**src/hdl/acc_stack_pkg.sv**
```systemverilog
// shared types and constants for the accumulator and stack datapath
package acc_stack_pkg;

   // ----------------------------------------------------------------
   // widths and reset values
   // ----------------------------------------------------------------
   localparam int          ADDR_W      = 16;
   localparam int          WORD_W      = 16;
   localparam int          ACC_W       = 32;
   localparam int          STACK_DEPTH = 8;
   localparam int          COUNT_W     = 6;
   localparam logic [31:0] ACC_RESET   = 32'h0000_0000;
   localparam logic [15:0] WORD_ZERO   = 16'h0000;
   localparam logic        FLAG_RESET  = 1'b0;
   localparam logic [5:0]  COUNT_MIN   = 6'h01;
   localparam logic [5:0]  COUNT_MAX   = 6'h20;

   // ----------------------------------------------------------------
   // instruction codes
   // ----------------------------------------------------------------
   typedef enum logic [3:0] {
      OP_NONE                  = 4'h0,
      OP_LOAD_WORD             = 4'h1,
      OP_LOAD_INDEXED_CONSTANT = 4'h2,
      OP_LOAD_REAL_MEM         = 4'h3,
      OP_LOAD_REAL_IMM         = 4'h4,
      OP_STORE_WORD            = 4'h5,
      OP_STORE_DOUBLE_WORD     = 4'h6,
      OP_STORE_BIT_FIELD       = 4'h7,
      OP_STORE_INDEXED_WORD    = 4'h8,
      OP_POP                   = 4'h9,
      OP_AND_WORD              = 4'ha,
      OP_AND_DOUBLE_IMMEDIATE  = 4'hb
   } op_type;

   typedef struct packed {
      op_type      op;
      logic [15:0] addr;
      logic [31:0] imm;
      logic [5:0]  count;
   } instr_type;

   typedef struct packed {
      logic zero_result_flag;
      logic negative_result_flag;
      logic load_zero_flag;
   } flags_type;

endpackage

```
**src/hdl/acc_datapath.sv**
```systemverilog
// accumulator, stack and load/store datapath of the controller cpu
`timescale 1ns/1ps
module acc_datapath
   import acc_stack_pkg::*;
#(
   parameter int DEPTH = STACK_DEPTH
) (
   // clock and reset
   input  wire logic        clk,
   input  wire logic        rstn,
   // instruction port
   input  wire logic        instr_valid,
   input  wire instr_type   instr,
   output logic             instr_ready,
   // data memory
   output logic             mem_req,
   output logic             mem_we,
   output logic [15:0]      mem_addr,
   output logic [15:0]      mem_wdata,
   input  wire logic [15:0] mem_rdata,
   input  wire logic        mem_ack,
   // constant table in program memory
   output logic             const_req,
   output logic [15:0]      constant_table_label,
   output logic [15:0]      const_index,
   input  wire logic [15:0] const_data,
   input  wire logic        const_ack,
   // discrete bit memory
   output logic             bit_we,
   output logic [15:0]      bit_addr,
   output logic             bit_value,
   // state
   output logic [31:0]      acc,
   output logic [31:0]      stack_level_one,
   output flags_type        flags
);

   // ----------------------------------------------------------------
   // state encoding
   // ----------------------------------------------------------------
   typedef enum logic [2:0] {
      ST_IDLE     = 3'h0,
      ST_READ_LO  = 3'h1,
      ST_READ_HI  = 3'h2,
      ST_CONST    = 3'h3,
      ST_WRITE_LO = 3'h4,
      ST_WRITE_HI = 3'h5
   } state_type;

   function automatic logic is_load_op(input op_type op);
      return (op == OP_LOAD_WORD) || (op == OP_LOAD_INDEXED_CONSTANT) ||
             (op == OP_LOAD_REAL_MEM) || (op == OP_LOAD_REAL_IMM);
   endfunction

   // ----------------------------------------------------------------
   // registers
   // ----------------------------------------------------------------
   state_type   state_reg;
   state_type   state_next;
   logic [31:0] acc_reg;
   logic [31:0] acc_next;
   flags_type   flags_reg;
   flags_type   flags_next;
   op_type      op_reg;
   op_type      op_next;
   logic [15:0] addr_reg;
   logic [15:0] addr_next;
   logic [15:0] index_reg;
   logic [15:0] index_next;
   logic [15:0] wdata_reg;
   logic [15:0] wdata_next;
   logic [15:0] low_word_reg;
   logic [15:0] low_word_next;
   logic        last_load_reg;

   // ----------------------------------------------------------------
   // decode
   // ----------------------------------------------------------------
   logic        bits_busy;
   logic        accept;
   logic        push_now;
   logic        pop_now;
   logic        bits_start;
   logic [31:0] level_one_eff;
   logic [31:0] stack_top;
   logic [31:0] and_double_result;
   logic [31:0] and_word_result;

   assign instr_ready       = (state_reg == ST_IDLE) && !bits_busy;
   assign accept            = instr_valid && instr_ready;
   assign push_now          = accept && is_load_op(instr.op) && last_load_reg;
   assign pop_now           = accept && (instr.op == OP_POP);
   assign bits_start        = accept && (instr.op == OP_STORE_BIT_FIELD);
   assign level_one_eff     = push_now ? acc_reg : stack_top;
   assign and_double_result = acc_reg & instr.imm;
   assign and_word_result   = {WORD_ZERO, acc_reg[15:0] & mem_rdata};

   assign mem_req              = (state_reg == ST_READ_LO) || (state_reg == ST_READ_HI) ||
                                 (state_reg == ST_WRITE_LO) || (state_reg == ST_WRITE_HI);
   assign mem_we               = (state_reg == ST_WRITE_LO) || (state_reg == ST_WRITE_HI);
   assign mem_addr             = addr_reg;
   assign mem_wdata            = wdata_reg;
   assign const_req            = (state_reg == ST_CONST);
   assign constant_table_label = addr_reg;
   assign const_index          = index_reg;
   assign acc                  = acc_reg;
   assign stack_level_one      = stack_top;
   assign flags                = flags_reg;

   // ----------------------------------------------------------------
   // next state and datapath
   // ----------------------------------------------------------------
   always_comb begin
      state_next    = state_reg;
      acc_next      = acc_reg;
      flags_next    = flags_reg;
      op_next       = op_reg;
      addr_next     = addr_reg;
      index_next    = index_reg;
      wdata_next    = wdata_reg;
      low_word_next = low_word_reg;
      case (state_reg)
         ST_IDLE: begin
            if (accept) begin
               op_next    = instr.op;
               addr_next  = instr.addr;
               index_next = level_one_eff[15:0];
               case (instr.op)
                  OP_LOAD_WORD, OP_LOAD_REAL_MEM, OP_AND_WORD: begin
                     state_next = ST_READ_LO;
                  end
                  OP_LOAD_INDEXED_CONSTANT: begin
                     state_next = ST_CONST;
                  end
                  OP_LOAD_REAL_IMM: begin
                     acc_next                  = instr.imm;
                     flags_next.load_zero_flag = (instr.imm == ACC_RESET);
                  end
                  OP_STORE_WORD, OP_STORE_DOUBLE_WORD: begin
                     wdata_next = acc_reg[15:0];
                     state_next = ST_WRITE_LO;
                  end
                  OP_STORE_INDEXED_WORD: begin
                     addr_next  = instr.addr + acc_reg[15:0];
                     wdata_next = stack_top[15:0];
                     state_next = ST_WRITE_LO;
                  end
                  OP_POP: begin
                     acc_next = stack_top;
                  end
                  OP_AND_DOUBLE_IMMEDIATE: begin
                     acc_next                        = and_double_result;
                     flags_next.zero_result_flag     = (and_double_result == ACC_RESET);
                     flags_next.negative_result_flag = and_double_result[31];
                  end
                  default: begin
                     state_next = ST_IDLE;
                  end
               endcase
            end
         end
         ST_READ_LO: begin
            if (mem_ack) begin
               case (op_reg)
                  OP_LOAD_WORD: begin
                     acc_next                  = {WORD_ZERO, mem_rdata};
                     flags_next.load_zero_flag = (mem_rdata == WORD_ZERO);
                     state_next                = ST_IDLE;
                  end
                  OP_AND_WORD: begin
                     acc_next                    = and_word_result;
                     flags_next.zero_result_flag = (and_word_result == ACC_RESET);
                     state_next                  = ST_IDLE;
                  end
                  default: begin
                     low_word_next = mem_rdata;
                     addr_next     = addr_reg + 16'h0001;
                     state_next    = ST_READ_HI;
                  end
               endcase
            end
         end
         ST_READ_HI: begin
            if (mem_ack) begin
               acc_next                  = {mem_rdata, low_word_reg};
               flags_next.load_zero_flag = ({mem_rdata, low_word_reg} == ACC_RESET);
               state_next                = ST_IDLE;
            end
         end
         ST_CONST: begin
            if (const_ack) begin
               acc_next                  = {WORD_ZERO, const_data};
               flags_next.load_zero_flag = (const_data == WORD_ZERO);
               state_next                = ST_IDLE;
            end
         end
         ST_WRITE_LO: begin
            if (mem_ack) begin
               case (op_reg)
                  OP_STORE_DOUBLE_WORD: begin
                     addr_next  = addr_reg + 16'h0001;
                     wdata_next = acc_reg[31:16];
                     state_next = ST_WRITE_HI;
                  end
                  OP_STORE_INDEXED_WORD: begin
                     acc_next   = {WORD_ZERO, acc_reg[15:0]};
                     state_next = ST_IDLE;
                  end
                  default: begin
                     state_next = ST_IDLE;
                  end
               endcase
            end
         end
         ST_WRITE_HI: begin
            if (mem_ack) begin
               state_next = ST_IDLE;
            end
         end
         default: begin
            state_next = ST_IDLE;
         end
      endcase
   end

   // ----------------------------------------------------------------
   // sequential state
   // ----------------------------------------------------------------
   always_ff @(posedge clk or negedge rstn) begin
      if (!rstn) begin
         state_reg     <= ST_IDLE;
         acc_reg       <= ACC_RESET;
         flags_reg     <= '{FLAG_RESET, FLAG_RESET, FLAG_RESET};
         op_reg        <= OP_NONE;
         addr_reg      <= WORD_ZERO;
         index_reg     <= WORD_ZERO;
         wdata_reg     <= WORD_ZERO;
         low_word_reg  <= WORD_ZERO;
         last_load_reg <= 1'b0;
      end else begin
         state_reg    <= state_next;
         acc_reg      <= acc_next;
         flags_reg    <= flags_next;
         op_reg       <= op_next;
         addr_reg     <= addr_next;
         index_reg    <= index_next;
         wdata_reg    <= wdata_next;
         low_word_reg <= low_word_next;
         if (accept) begin
            last_load_reg <= is_load_op(instr.op);
         end
      end
   end

   // ----------------------------------------------------------------
   // stack and bit field store
   // ----------------------------------------------------------------
   acc_stack #(
      .DEPTH (DEPTH)
   ) u_stack (
      .clk       (clk),
      .rstn      (rstn),
      .push      (push_now),
      .pop       (pop_now),
      .push_data (acc_reg),
      .top       (stack_top)
   );

   bit_field_writer u_bits (
      .clk        (clk),
      .rstn       (rstn),
      .start      (bits_start),
      .start_addr (instr.addr),
      .count      (instr.count),
      .data       (acc_reg),
      .bit_we     (bit_we),
      .bit_addr   (bit_addr),
      .bit_value  (bit_value),
      .busy       (bits_busy)
   );

endmodule

```
**src/hdl/acc_stack.sv**
```systemverilog
// eight-level 32-bit accumulator stack with push and pop
`timescale 1ns/1ps
module acc_stack
   import acc_stack_pkg::*;
#(
   parameter int DEPTH = STACK_DEPTH
) (
   // clock and reset
   input  wire logic        clk,
   input  wire logic        rstn,
   // control
   input  wire logic        push,
   input  wire logic        pop,
   input  wire logic [31:0] push_data,
   // level one
   output logic [31:0]      top
);

   logic [31:0] level_reg [DEPTH];

   assign top = level_reg[0];

   // ----------------------------------------------------------------
   // push drops the bottom entry, pop refills the bottom with zero
   // ----------------------------------------------------------------
   always_ff @(posedge clk or negedge rstn) begin
      if (!rstn) begin
         for (int i = 0; i < DEPTH; i++) begin
            level_reg[i] <= ACC_RESET;
         end
      end else if (push) begin
         level_reg[0] <= push_data;
         for (int i = 1; i < DEPTH; i++) begin
            level_reg[i] <= level_reg[i-1];
         end
      end else if (pop) begin
         level_reg[DEPTH-1] <= ACC_RESET;
         for (int i = 0; i < DEPTH - 1; i++) begin
            level_reg[i] <= level_reg[i+1];
         end
      end
   end

endmodule

```
**src/hdl/bit_field_writer.sv**
```systemverilog
// serialises the low bits of a word into consecutive bit locations
`timescale 1ns/1ps
module bit_field_writer
   import acc_stack_pkg::*;
(
   // clock and reset
   input  wire logic        clk,
   input  wire logic        rstn,
   // start request
   input  wire logic        start,
   input  wire logic [15:0] start_addr,
   input  wire logic [5:0]  count,
   input  wire logic [31:0] data,
   // bit memory
   output logic             bit_we,
   output logic [15:0]      bit_addr,
   output logic             bit_value,
   // status
   output logic             busy
);

   logic [5:0]  left_reg;
   logic [31:0] data_reg;
   logic        we_reg;
   logic [15:0] addr_reg;
   logic        value_reg;

   assign busy      = (left_reg != 6'h00);
   assign bit_we    = we_reg;
   assign bit_addr  = addr_reg;
   assign bit_value = value_reg;

   // ----------------------------------------------------------------
   // one bit per cycle, least significant bit first
   // ----------------------------------------------------------------
   always_ff @(posedge clk or negedge rstn) begin
      if (!rstn) begin
         left_reg  <= 6'h00;
         data_reg  <= ACC_RESET;
         we_reg    <= 1'b0;
         addr_reg  <= WORD_ZERO;
         value_reg <= 1'b0;
      end else if (start) begin
         left_reg <= count;
         data_reg <= data;
         addr_reg <= start_addr - 16'h0001;
         we_reg   <= 1'b0;
      end else if (busy) begin
         we_reg    <= 1'b1;
         value_reg <= data_reg[0];
         data_reg  <= {1'b0, data_reg[31:1]};
         addr_reg  <= addr_reg + 16'h0001;
         left_reg  <= left_reg - 6'h01;
      end else begin
         we_reg <= 1'b0;
      end
   end

endmodule

```
**config.mk**
```make
export PLATFORM = sky130hd
export DESIGN_NAME = acc_datapath
export DESIGN_NICKNAME = d
export VERILOG_FILES = /design/src/hdl/acc_stack_pkg.sv /design/src/hdl/acc_datapath.sv /design/src/hdl/acc_stack.sv /design/src/hdl/bit_field_writer.sv
export SDC_FILE = /design/constraint.sdc
export NUM_CORES = 1
export LEC_CHECK = 0
export BUFFER_PORTS_ARGS = -buffer_cell sky130_fd_sc_hd__buf_2
export CAP_MARGIN = 40
export CORE_ASPECT_RATIO = 0.6
export CORE_MARGIN = 2
export CORE_UTILIZATION = 40
export CTS_BUF_LIST = sky130_fd_sc_hd__clkbuf_4 sky130_fd_sc_hd__clkbuf_8
export DETAILED_ROUTE_END_ITERATION = 8
export PLACE_DENSITY_LB_ADDON = 0.2
export SKIP_LAST_GASP = 1
export SLEW_MARGIN = 20
export SYNTH_ARGS = -nofsm -noshare
export SYNTH_HDL_FRONTEND = slang
export SYNTH_SLANG_ARGS = --single-unit
```
**constraint.sdc**
```tcl
create_clock -name clk -period 3.1 [get_ports clk]
set_clock_uncertainty 0.2 [all_clocks]
set_input_delay 0 -clock clk [delete_from_list [all_inputs] [get_ports clk]]
set_output_delay 0 -clock clk [all_outputs]
set_load 0.01 [all_outputs]
```
==> results.ini, run 1 <==
[detailed_routing]
wl_um = 84600
postRouteAntennaNets = 0
firstDrtPassIters = 6
post-route-drc-count = 0
detail_route.wl_per_cell_um = 23.0
vias_per_cell = 5.78
first_iter_violations = 2370
vias = 21300

[clock_network]
root_buffer = clkbuf_8
clock-sinks = 419
htreeDepth = 3
clk_pin_slew_ps = 60
cts.path.max_buffers = 3
clkLatencyLatePin_ps = 650
tritoncts = done
cts_buffers = 68

[global_route]
met1_usage_pct = 42.0
grt-ovfl-total = 0
gr-usage-all-layers_pct = 28.3
grt_pass1_vias = 20400
grt_max_degree = 131
grt_first_pass_wirelength_um = 127000
grt_busiest_layer = met1
grt_antenna_before_repair = 3
use_met3_pct = 9.64
use_met2_pct = 38.4

[setup_path]
worstPathCellList = buf_4 > or2_2 > a21oi_1 > o31ai_1 > nand3_1 > dlygate4sd3_1 > nor3_1 > nor3_1
arrival_ps = 3420
critPathRequiredTime_ps = 3430
cpLargestDelayFamily = simple AND/OR/NAND/NOR gates
critical_path_class = reg -> reg
max_stage_delay_ps = 570
crit_top_cell = nor3_1
critPathBufInv = 2
crit_path_end_kind = register
crit_path_start_kind = register
cp_max_fo = 19
crit_path_top_delay_cell = dlygate4sd3_1

[timing]
finalCritPeriodShare_pct = 99.7
hold_ws_ps = 40.5
grt_setup_unrepaired = true
min_period_ps = 3090
max_clock_freq_mhz = 324
hold_viol = 0
finalSetupViolations = 0
relSlewSlack_pct = 48.0
slew_violations = 0
worst_slew_pin_slew_ps = 779

[logic_synthesis]
synth_ff_type = dfrtp_1
synth_top_area_share_pct = 45.7
synthMuxAreaShare_pct = 9.89
synth-xor-area-share_pct = 1.53
synth_area_leaders = dfrtp_1 46%, mux2i_1 8.9%, nand2_1 7.1%, a21oi_1 5.4%, nor2_1 4.5%
netlist_instances = 2569
yosysWarnings = 0
yosys.area_share.simple_pct = 18.3
synth_fa_ha_area_share_pct = 1.18
synth_seq_cells = 419
synth_nets = 2685
synth_top_cell_by_area = dfrtp_1
synth-compound-area-share_pct = 17.2
synth_edf_count = 0
postSynth.asyncResetShare_pct = 100
seq_area_frac_synth_pct = 45.7
synth_area_um2 = 22900
ys_types = 84
avgSynthCellArea_um2 = 8.92
synth_top_family_by_area = simple AND/OR/NAND/NOR gates

[cells_and_area]
fillCellCount = 5281
area_growth_pct = 20.1
multi_input_area_um2 = 11100
drive_gt1_share_pct = 17.8
seqCellArea_um2 = 10500
layout.cells.non_filler = 3682
largest_register_ffs = 224
finalNetCount = 2986
finalInstanceArea_um2 = 27500
post-route-util_pct = 48.9

[placement]
hpwl_um = 60100
portBuffers = 247
dp_cells = 3430
placedInstanceArea_um2 = 24700
gp_congestion = 0.992

[die]
core-area_um2 = 56300
die_width_um = 313
fp.dieArea_um2 = 59300
start_util_pct = 40.8
die_h_um = 189
placementRows = 67
io_pins = 248

[status]
run_status = completed

[pwr]
p_per_area_nw_per_um2 = 471
peakVddDrop_mv = 0.326
p_leak_nw = 14.3

[flow_run]
cap_viol_max_count = 0

[worst_hold_path]
min_path_type = in -> reg

-- where the power goes --
part / total [mW] / internal [mW] / switching, mW
Combinational: 1.94 / 0.703 / 1.24
Clock: 5.24 / 2.82 / 2.42
Sequential: 5.78 / 5.60 / 0.181
Total: 13.0 / 9.12 / 3.84
-- metrics by stage --
stage / TNS, ps / power, mW / setup WS [ps]
CTS: 0 / 13.0 / 24.2
detailed placement: 0 / 7.61 / 290
global route: -95.2 / 13.5 / -90.7
global placement: 0 / 7.60 / 324
floorplan: 0 / 6.64 / 578
finish: 0 / 13.0 / 9.38
-- worst min-delay path, stage by stage --
cell and delay, ps:
buf_2 150, a21boi_0 160, o221ai_1 150, nand3_1 100
nor3_1 160, nor3_1 100
-- final cells by class --
cell class                 instances  area share [%]
multi-input combinational       1880            40.3
sequential                       419            38.1
antenna                            3          0.0273
clock inverter                    10           0.300
inverter                          27           0.373
clock buffer                     110            4.98
timing repair buffer             474            12.5
tap                              759            3.45
-- cell usage after synthesis, types with 7 or more instances --
cell / count
a21oi_1: 246
o21ai_1: 18
mux2_1: 9
o31ai_1: 19
o221ai_1: 20
buf_6: 10
a31oi_1: 36
xnor2_1: 21
and2_1: 22
nor2_1: 275
dfrtp_1: 419
xor2_1: 19
clkbuf_1: 86
buf_4: 62
buf_2: 72
mux2_2: 11
nor4_1: 25
ha_1: 20
a22o_1: 7
nand2_1: 435
and3_1: 20
a21boi_0: 17
a22oi_1: 80
mux2i_1: 204
a221oi_1: 8
inv_1: 25
buf_1: 13
nor3_1: 46
nand4_1: 15
nand3_1: 59
o21ai_0: 127
a211oi_1: 21
-- worst paths after layout --
path                               startpoint            endpoint  slack, ps  cells past startpoint
hold reg to reg            u_bits.data_reg[0]    u_bits.bit_value        280                      2
setup reg to reg                 state_reg[0]              acc[3]          9                      8
min in group asynchronous                rstn             acc[29]        330                      4
setup / recovery                 state_reg[0]              acc[3]          9                      8
hold / removal                       instr[6]              acc[0]         40                      6
max in group asynchronous                rstn  u_bits.data_reg[0]       1610                      4
-- routing by layer --
layer | up-vias | routed length, um | share of wire [%]
li1 | 9596 | - | -
met1 | 10500 | 38600 | 46
met2 | 1060 | 33800 | 40
met3 | 145 | 10200 | 12
met4 | 2 | 1920 | 2.3
met5 | - | 170 | 0.20
-- cell usage in the layout (no fill, tap or decap), drive strengths merged, types with 21 or more instances in the layout --
cell type,instances
a21oi,247
a211oi,24
o21ai,145
buf,350
nand3,59
inv,29
mux2i,204
a31oi,36
nand2,435
clkbuf,110
dlygate4sd3,124
xnor2,21
nor4,27
nor3,52
a22oi,80
nor2,276
and2,23
dfrtp,419
-- kinds of logic after synthesis --
group           after synthesis
compound gates              647
xor+xnor                     40
fa+ha+maj                    21
buf+inv                     270
flops                       419
mux                         224
simple gates                948
-- repair_timing --
action	4_1_cts	5_1_grt
buffers inserted	0	4
endpoints found under the hold margin	570	0
setup endpoints to repair	0	16
resized for setup	0	6
hold buffers	125	0
Note: power is estimated with default switching activity, not from simulation.
==> run 2, diff against run 1 <==
CORE_MARGIN = 1   (was 2)
==> run 2 against run 1 <==
The flow now finishes with violations (negative setup slack). Routed wire length fell by 0.61%. Via count fell by 0.39%. Global-route usage rose by 0.25 points. Cell area rose by 0.25%. Register-to-register slack got worse by 60 ps. Combinational power barely moved. Setup slack got worse by 65 ps. First-iteration DRC count rose by 12%. Non-clock buffer count rose by 5. Critical path depth did not move. Largest cell class unchanged. Highest routed layer unchanged.
==> results.ini, run 2 (synthesis results as in run 1) <==
[setup_path]
crit_path_end_kind = register
worstPathCellList = buf_4 > or2_2 > a21oi_1 > o31ai_1 > nand3_1 > dlygate4sd3_1 > a211oi_2 > nor3_2
crit_path_top_delay_cell = dlygate4sd3_1
r2r_start = state_reg[0]
max_stage_delay_ps = 600
critPathRequiredTime_ps = 3490
reg2reg_depth = 8
arrival_ps = 3540
cp.depth = 8
critical_path_class = reg -> reg
critPathLaunch = state_reg[0]
cpLargestDelayFamily = buffers and inverters
cp_max_fo = 19
critPathBufInv = 2
crit_path_start_kind = register

[flow_run]
cap_viol_max_count = 0

[timing]
min_period_ps = 3160
relSlewSlack_pct = 43.3
max_clock_freq_mhz = 317
worst_slew_pin_slew_ps = 848
slew_violations = 0
hold_viol = 0
finalCritPeriodShare_pct = 102
finalSetupViolations = 2
grt_setup_unrepaired = true
worst_slack_ps = -55.2

[pwr]
comb_power_share_pct = 15.2
p_int_mw = 9.00
p_leak_nw = 14.2
swShare_pct = 29.3
peakVddDrop_mv = 0.243
pwr-share-clk_pct = 39.6
power_switching_mw = 3.74
p_per_area_nw_per_um2 = 462
p_total_mw = 12.7
power_frac_seq_pct = 45.2

[cells_and_area]
drive_gt1_share_pct = 17.2
fillCellCount = 5350
layout.cells.non_filler = 3681
mostFrequentLayoutCells = 433 x nand2_1, 418 x dfrtp_1, 274 x nor2_1
seqCellArea_um2 = 10500
layout_commonest_cell = nand2_1
area_growth_pct = 20.4
finalNetCount = 2991
largest_register_ffs = 224
multi_input_area_um2 = 11100

[worst_hold_path]
min_path_type = in -> reg
holdPathStages = 6
hold_path.startpoint = instr[6]

[die]
core-area_um2 = 56300
die_h_um = 187
placementRows = 67
die_width_um = 311
fp.dieArea_um2 = 58300
io_pins = 248
start_util_pct = 40.8

[detailed_routing]
firstDrtPassIters = 6
vias = 21200
vias_per_cell = 5.76
first_iter_violations = 2650
detail_route.wl_per_cell_um = 22.8
postRouteAntennaNets = 0
post-route-drc-count = 0
wl_um = 84100

[clock_network]
htreeDepth = 3
clkLatencyLatePin_ps = 660
clock-sinks = 419
clk_pin_slew_ps = 70
post-cts-setup-buffer-count = 0
root_buffer = clkbuf_8
cts_buffers = 68
cts.path.max_buffers = 3
tritoncts = done

[placement]
preCtsSetupSlack_ps = 205
dp_cells = 3422
gp_congestion = 0.996
portBuffers = 247
hpwl_um = 58900

[global_route]
grt_pass1_vias = 20400
grt_antenna_before_repair = 2
gr-usage-all-layers_pct = 28.5
grt-ovfl-total = 0
grt_first_pass_wirelength_um = 127000
grt_max_degree = 164

[status]
run_status = complete, but fails checks
violations = negative setup slack

run 2: cell count changes in the layout (fill, tap and decap cells not counted), moves of 4 or more:
cell,delta
buf_12,+4
buf_4,-17
clkbuf_8,-7
dlygate4sd3_1,+17
run 2: path summary, 6_finish.rpt:
path	slack, ps	end
setup / recovery	-60	acc[6]
hold / removal	50	acc[0]
setup reg to reg	-60	acc[6]
hold reg to reg	280	u_bits.bit_value
max in group asynchronous	1690	u_stack.level_reg[190]
min in group asynchronous	380	constant_table_label[9]
run 2: what timing repair did:
item	CTS	global route
endpoints found under the hold margin	557	0
endpoints found under the setup margin	0	72
resized for setup	0	5
hold buffers	142	0
run 2: cell type report:
type	instances	share of cell area [%]
diodes	3	0.0272
clock buffers	103	4.62
clock inverters	11	0.345
inverters	27	0.367
multi-input cells	1880	40.2
flip-flops and latches	419	38.0
well taps	759	3.44
repair buffers	479	13.0
run 2: worst register-to-register path, cell delays in order, from the launching register on:
cell and delay (ps):
dfrtp_1 490, buf_4 210, or2_2 500, a21oi_1 600, o31ai_1 170, nand3_1 130, dlygate4sd3_1 600, a211oi_2 50
nor3_2 160
run 2: metrics by stage:
step | hold WS, ps | instance area [um^2] | TNS, ps | utilization, %
final | 47.2 | 27600 | -56.6 | 49.1
after global placement | -233 | 24700 | 0 | 44.0
after detailed placement | -227 | 24800 | 0 | 44.0
after floorplan | -496 | 22900 | 0 | -
after CTS | 13.4 | 27600 | 0 | 49.0
after global routing | 75.4 | 27600 | -170 | 49.0
run 2: metal layers:
metal | part of all wire (%) | GRT usage [%] | vias to the layer above
li1 | - | - | 9613
met1 | 46 | 42.6 | 10500
met2 | 40 | 38.8 | 1001
met3 | 12 | 10.3 | 133
met4 | 1.8 | 6.46 | 2
met5 | 0.19 | 0 | -
run 2: power groups by stage:
stage                     logic [mW]  registers (mW)  clock network [mW]
after floorplan                0.756            5.89                   0
after global placement          1.72            5.84                   0
after detailed placement        1.73            5.85                   0
after CTS                       1.86            5.75                5.15
after global routing            2.04            5.77                5.40
final                           1.93            5.76                5.04
==> run 3, diff against run 2 <==
CELL_PAD_IN_SITES_DETAIL_PLACEMENT = 1   (was not set)
CELL_PAD_IN_SITES_GLOBAL_PLACEMENT = 1   (was not set)
==> run 3 against run 2 <==
Count of clock-buffer cells in the layout fell by 5. Sequential power barely moved. Routed wire length rose by 9.9%. Critical endpoint is now acc[3]. Total power rose by 2.5%. Cell area rose by 0.43%. Die area did not move. Clock power rose by 5.8%. Combinational power barely moved. The run still ends with negative setup slack left.
==> results.ini, run 3 (synthesis results as in run 1) <==
[status]
run_status = complete, but fails checks
violations = negative setup slack

[setup_path]
cpLargestDelayFamily = simple AND/OR/NAND/NOR gates
cp_max_fo = 19
crit_path_top_delay_cell = dlygate4sd3_1
crit_path_end_kind = register
max_stage_delay_ps = 580
critical_path_class = reg -> reg
worstPathCellList = buf_4 > or2_2 > a21oi_1 > o31ai_1 > nand3_1 > dlygate4sd3_1 > nor3_1 > nor3_1
arrival_ps = 3480
crit_path_start_kind = register
critPathRequiredTime_ps = 3460
crit_top_cell = nor3_1
critPathBufInv = 2

[cells_and_area]
fillCellCount = 6541
layout.cells.non_filler = 3690
mostFrequentLayoutCells = 433 x nand2_1, 418 x dfrtp_1, 274 x nor2_1
post-route-util_pct = 49.3
finalInstanceArea_um2 = 27700
area_growth_pct = 20.9
largest_register_ffs = 224
layout_commonest_cell = nand2_1
drive_gt1_share_pct = 17.9
finalNetCount = 2993

[pwr]
p_leak_nw = 14.4
p_total_mw = 13.1
p_per_area_nw_per_um2 = 471
peakVddDrop_mv = 0.254

[timing]
hold_viol = 0
finalCritPeriodShare_pct = 100
min_period_ps = 3110
worst_slack_ps = -13.3
max_clock_freq_mhz = 321
relSlewSlack_pct = 41.8
slew_violations = 0
hold_ws_ps = 34.0
finalSetupViolations = 2
grt_setup_unrepaired = true
worst_slew_pin_slew_ps = 873

[die]
die_h_um = 187
placementRows = 67
core-area_um2 = 56300
fp.dieArea_um2 = 58300
die_width_um = 311
io_pins = 248
start_util_pct = 40.8

[detailed_routing]
first_iter_violations = 2264
vias_per_cell = 5.92
vias = 21800
post-route-drc-count = 0
detail_route.wl_per_cell_um = 25.0
wl_um = 92400
firstDrtPassIters = 5
postRouteAntennaNets = 0

[global_route]
grt_max_degree = 94
grt-ovfl-total = 0
grt_first_pass_wirelength_um = 139000
gr-usage-all-layers_pct = 31.2
grt_antenna_before_repair = 8
grt_pass1_vias = 22100

[clock_network]
tritoncts = done
clkLatencyLatePin_ps = 670
clock-sinks = 419
clk_pin_slew_ps = 70
htreeDepth = 3
cts_buffers = 69
root_buffer = clkbuf_8
cts.path.max_buffers = 3

[placement]
placedInstanceArea_um2 = 24800
dp_cells = 3430
portBuffers = 247
hpwl_um = 65300
gp_congestion = 0.981

[worst_hold_path]
min_path_type = in -> reg

[flow_run]
cap_viol_max_count = 0

[run 3: per-layer routing]
layer	share of wire (%)	vias up	global-route usage, %	routed length, um
li1	-	9625	-	-
met1	45	11100	44.3	41500
met2	41	961	43.8	38100
met3	12	160	11.7	10700
met4	2.1	4	8.34	1970
met5	0.22	-	2.19	201
[run 3: path summary, 6_finish.rpt]
| path | startpoint | endpoint | slack, ps | cells past startpoint |
|---|---|---|---|---|
| hold / removal | mem_rdata[12] | low_word_reg[12] | 30 | 4 |
| min in group asynchronous | rstn | u_bits.bit_addr[5] | 300 | 3 |
| setup / recovery | state_reg[0] | acc[3] | -10 | 8 |
| setup reg to reg | state_reg[0] | acc[3] | -10 | 8 |
| max in group asynchronous | rstn | u_stack.level_reg[87] | 1400 | 4 |
| hold reg to reg | u_bits.data_reg[0] | u_bits.bit_value | 280 | 2 |
[run 3: what timing repair did]
action,in CTS,in global routing
gates resized for setup,0,15
setup buffers,0,2
endpoints found under the setup margin,0,47
hold endpoints to repair,521,0
hold buffers,132,0
[run 3: cell type report]
cell class / instances / area, um^2 / area share, %
Tap cell: 759 / 950 / 3.43
Sequential cell: 419 / 10500 / 37.8
Antenna cell: 4 / 10.0 / 0.0361
Inverter: 27 / 101 / 0.366
Multi-Input combinational cell: 1881 / 11100 / 40.2
Timing Repair Buffer: 479 / 3560 / 12.8
Clock inverter: 23 / 199 / 0.718
Clock buffer: 98 / 1250 / 4.53
[run 3: power by group]
| part | switching [mW] | internal [mW] | total, mW |
|---|---|---|---|
| registers | 0.178 | 5.59 | 5.77 |
| logic | 1.26 | 0.692 | 1.95 |
| clock network | 2.53 | 2.81 | 5.33 |
| total | 3.96 | 9.09 | 13.1 |
[run 3: stage by stage]
step	setup WS, ps	setup TNS [ps]
2_1_floorplan	578	0
3_3_place_gp	328	0
3_5_place_dp	208	0
4_1_cts	18.5	0
5_1_grt	-61.3	-314
6_report	-13.3	-24.2
[run 3: worst reg2reg max path, delay by kind of cell (launching register included)]
kind,cells,cell delay [ps]
AND/OR/NAND/NOR,4,940
AO/OA/AOI/OAI,2,550
buffers and inverters,2,840
flip-flops,1,480
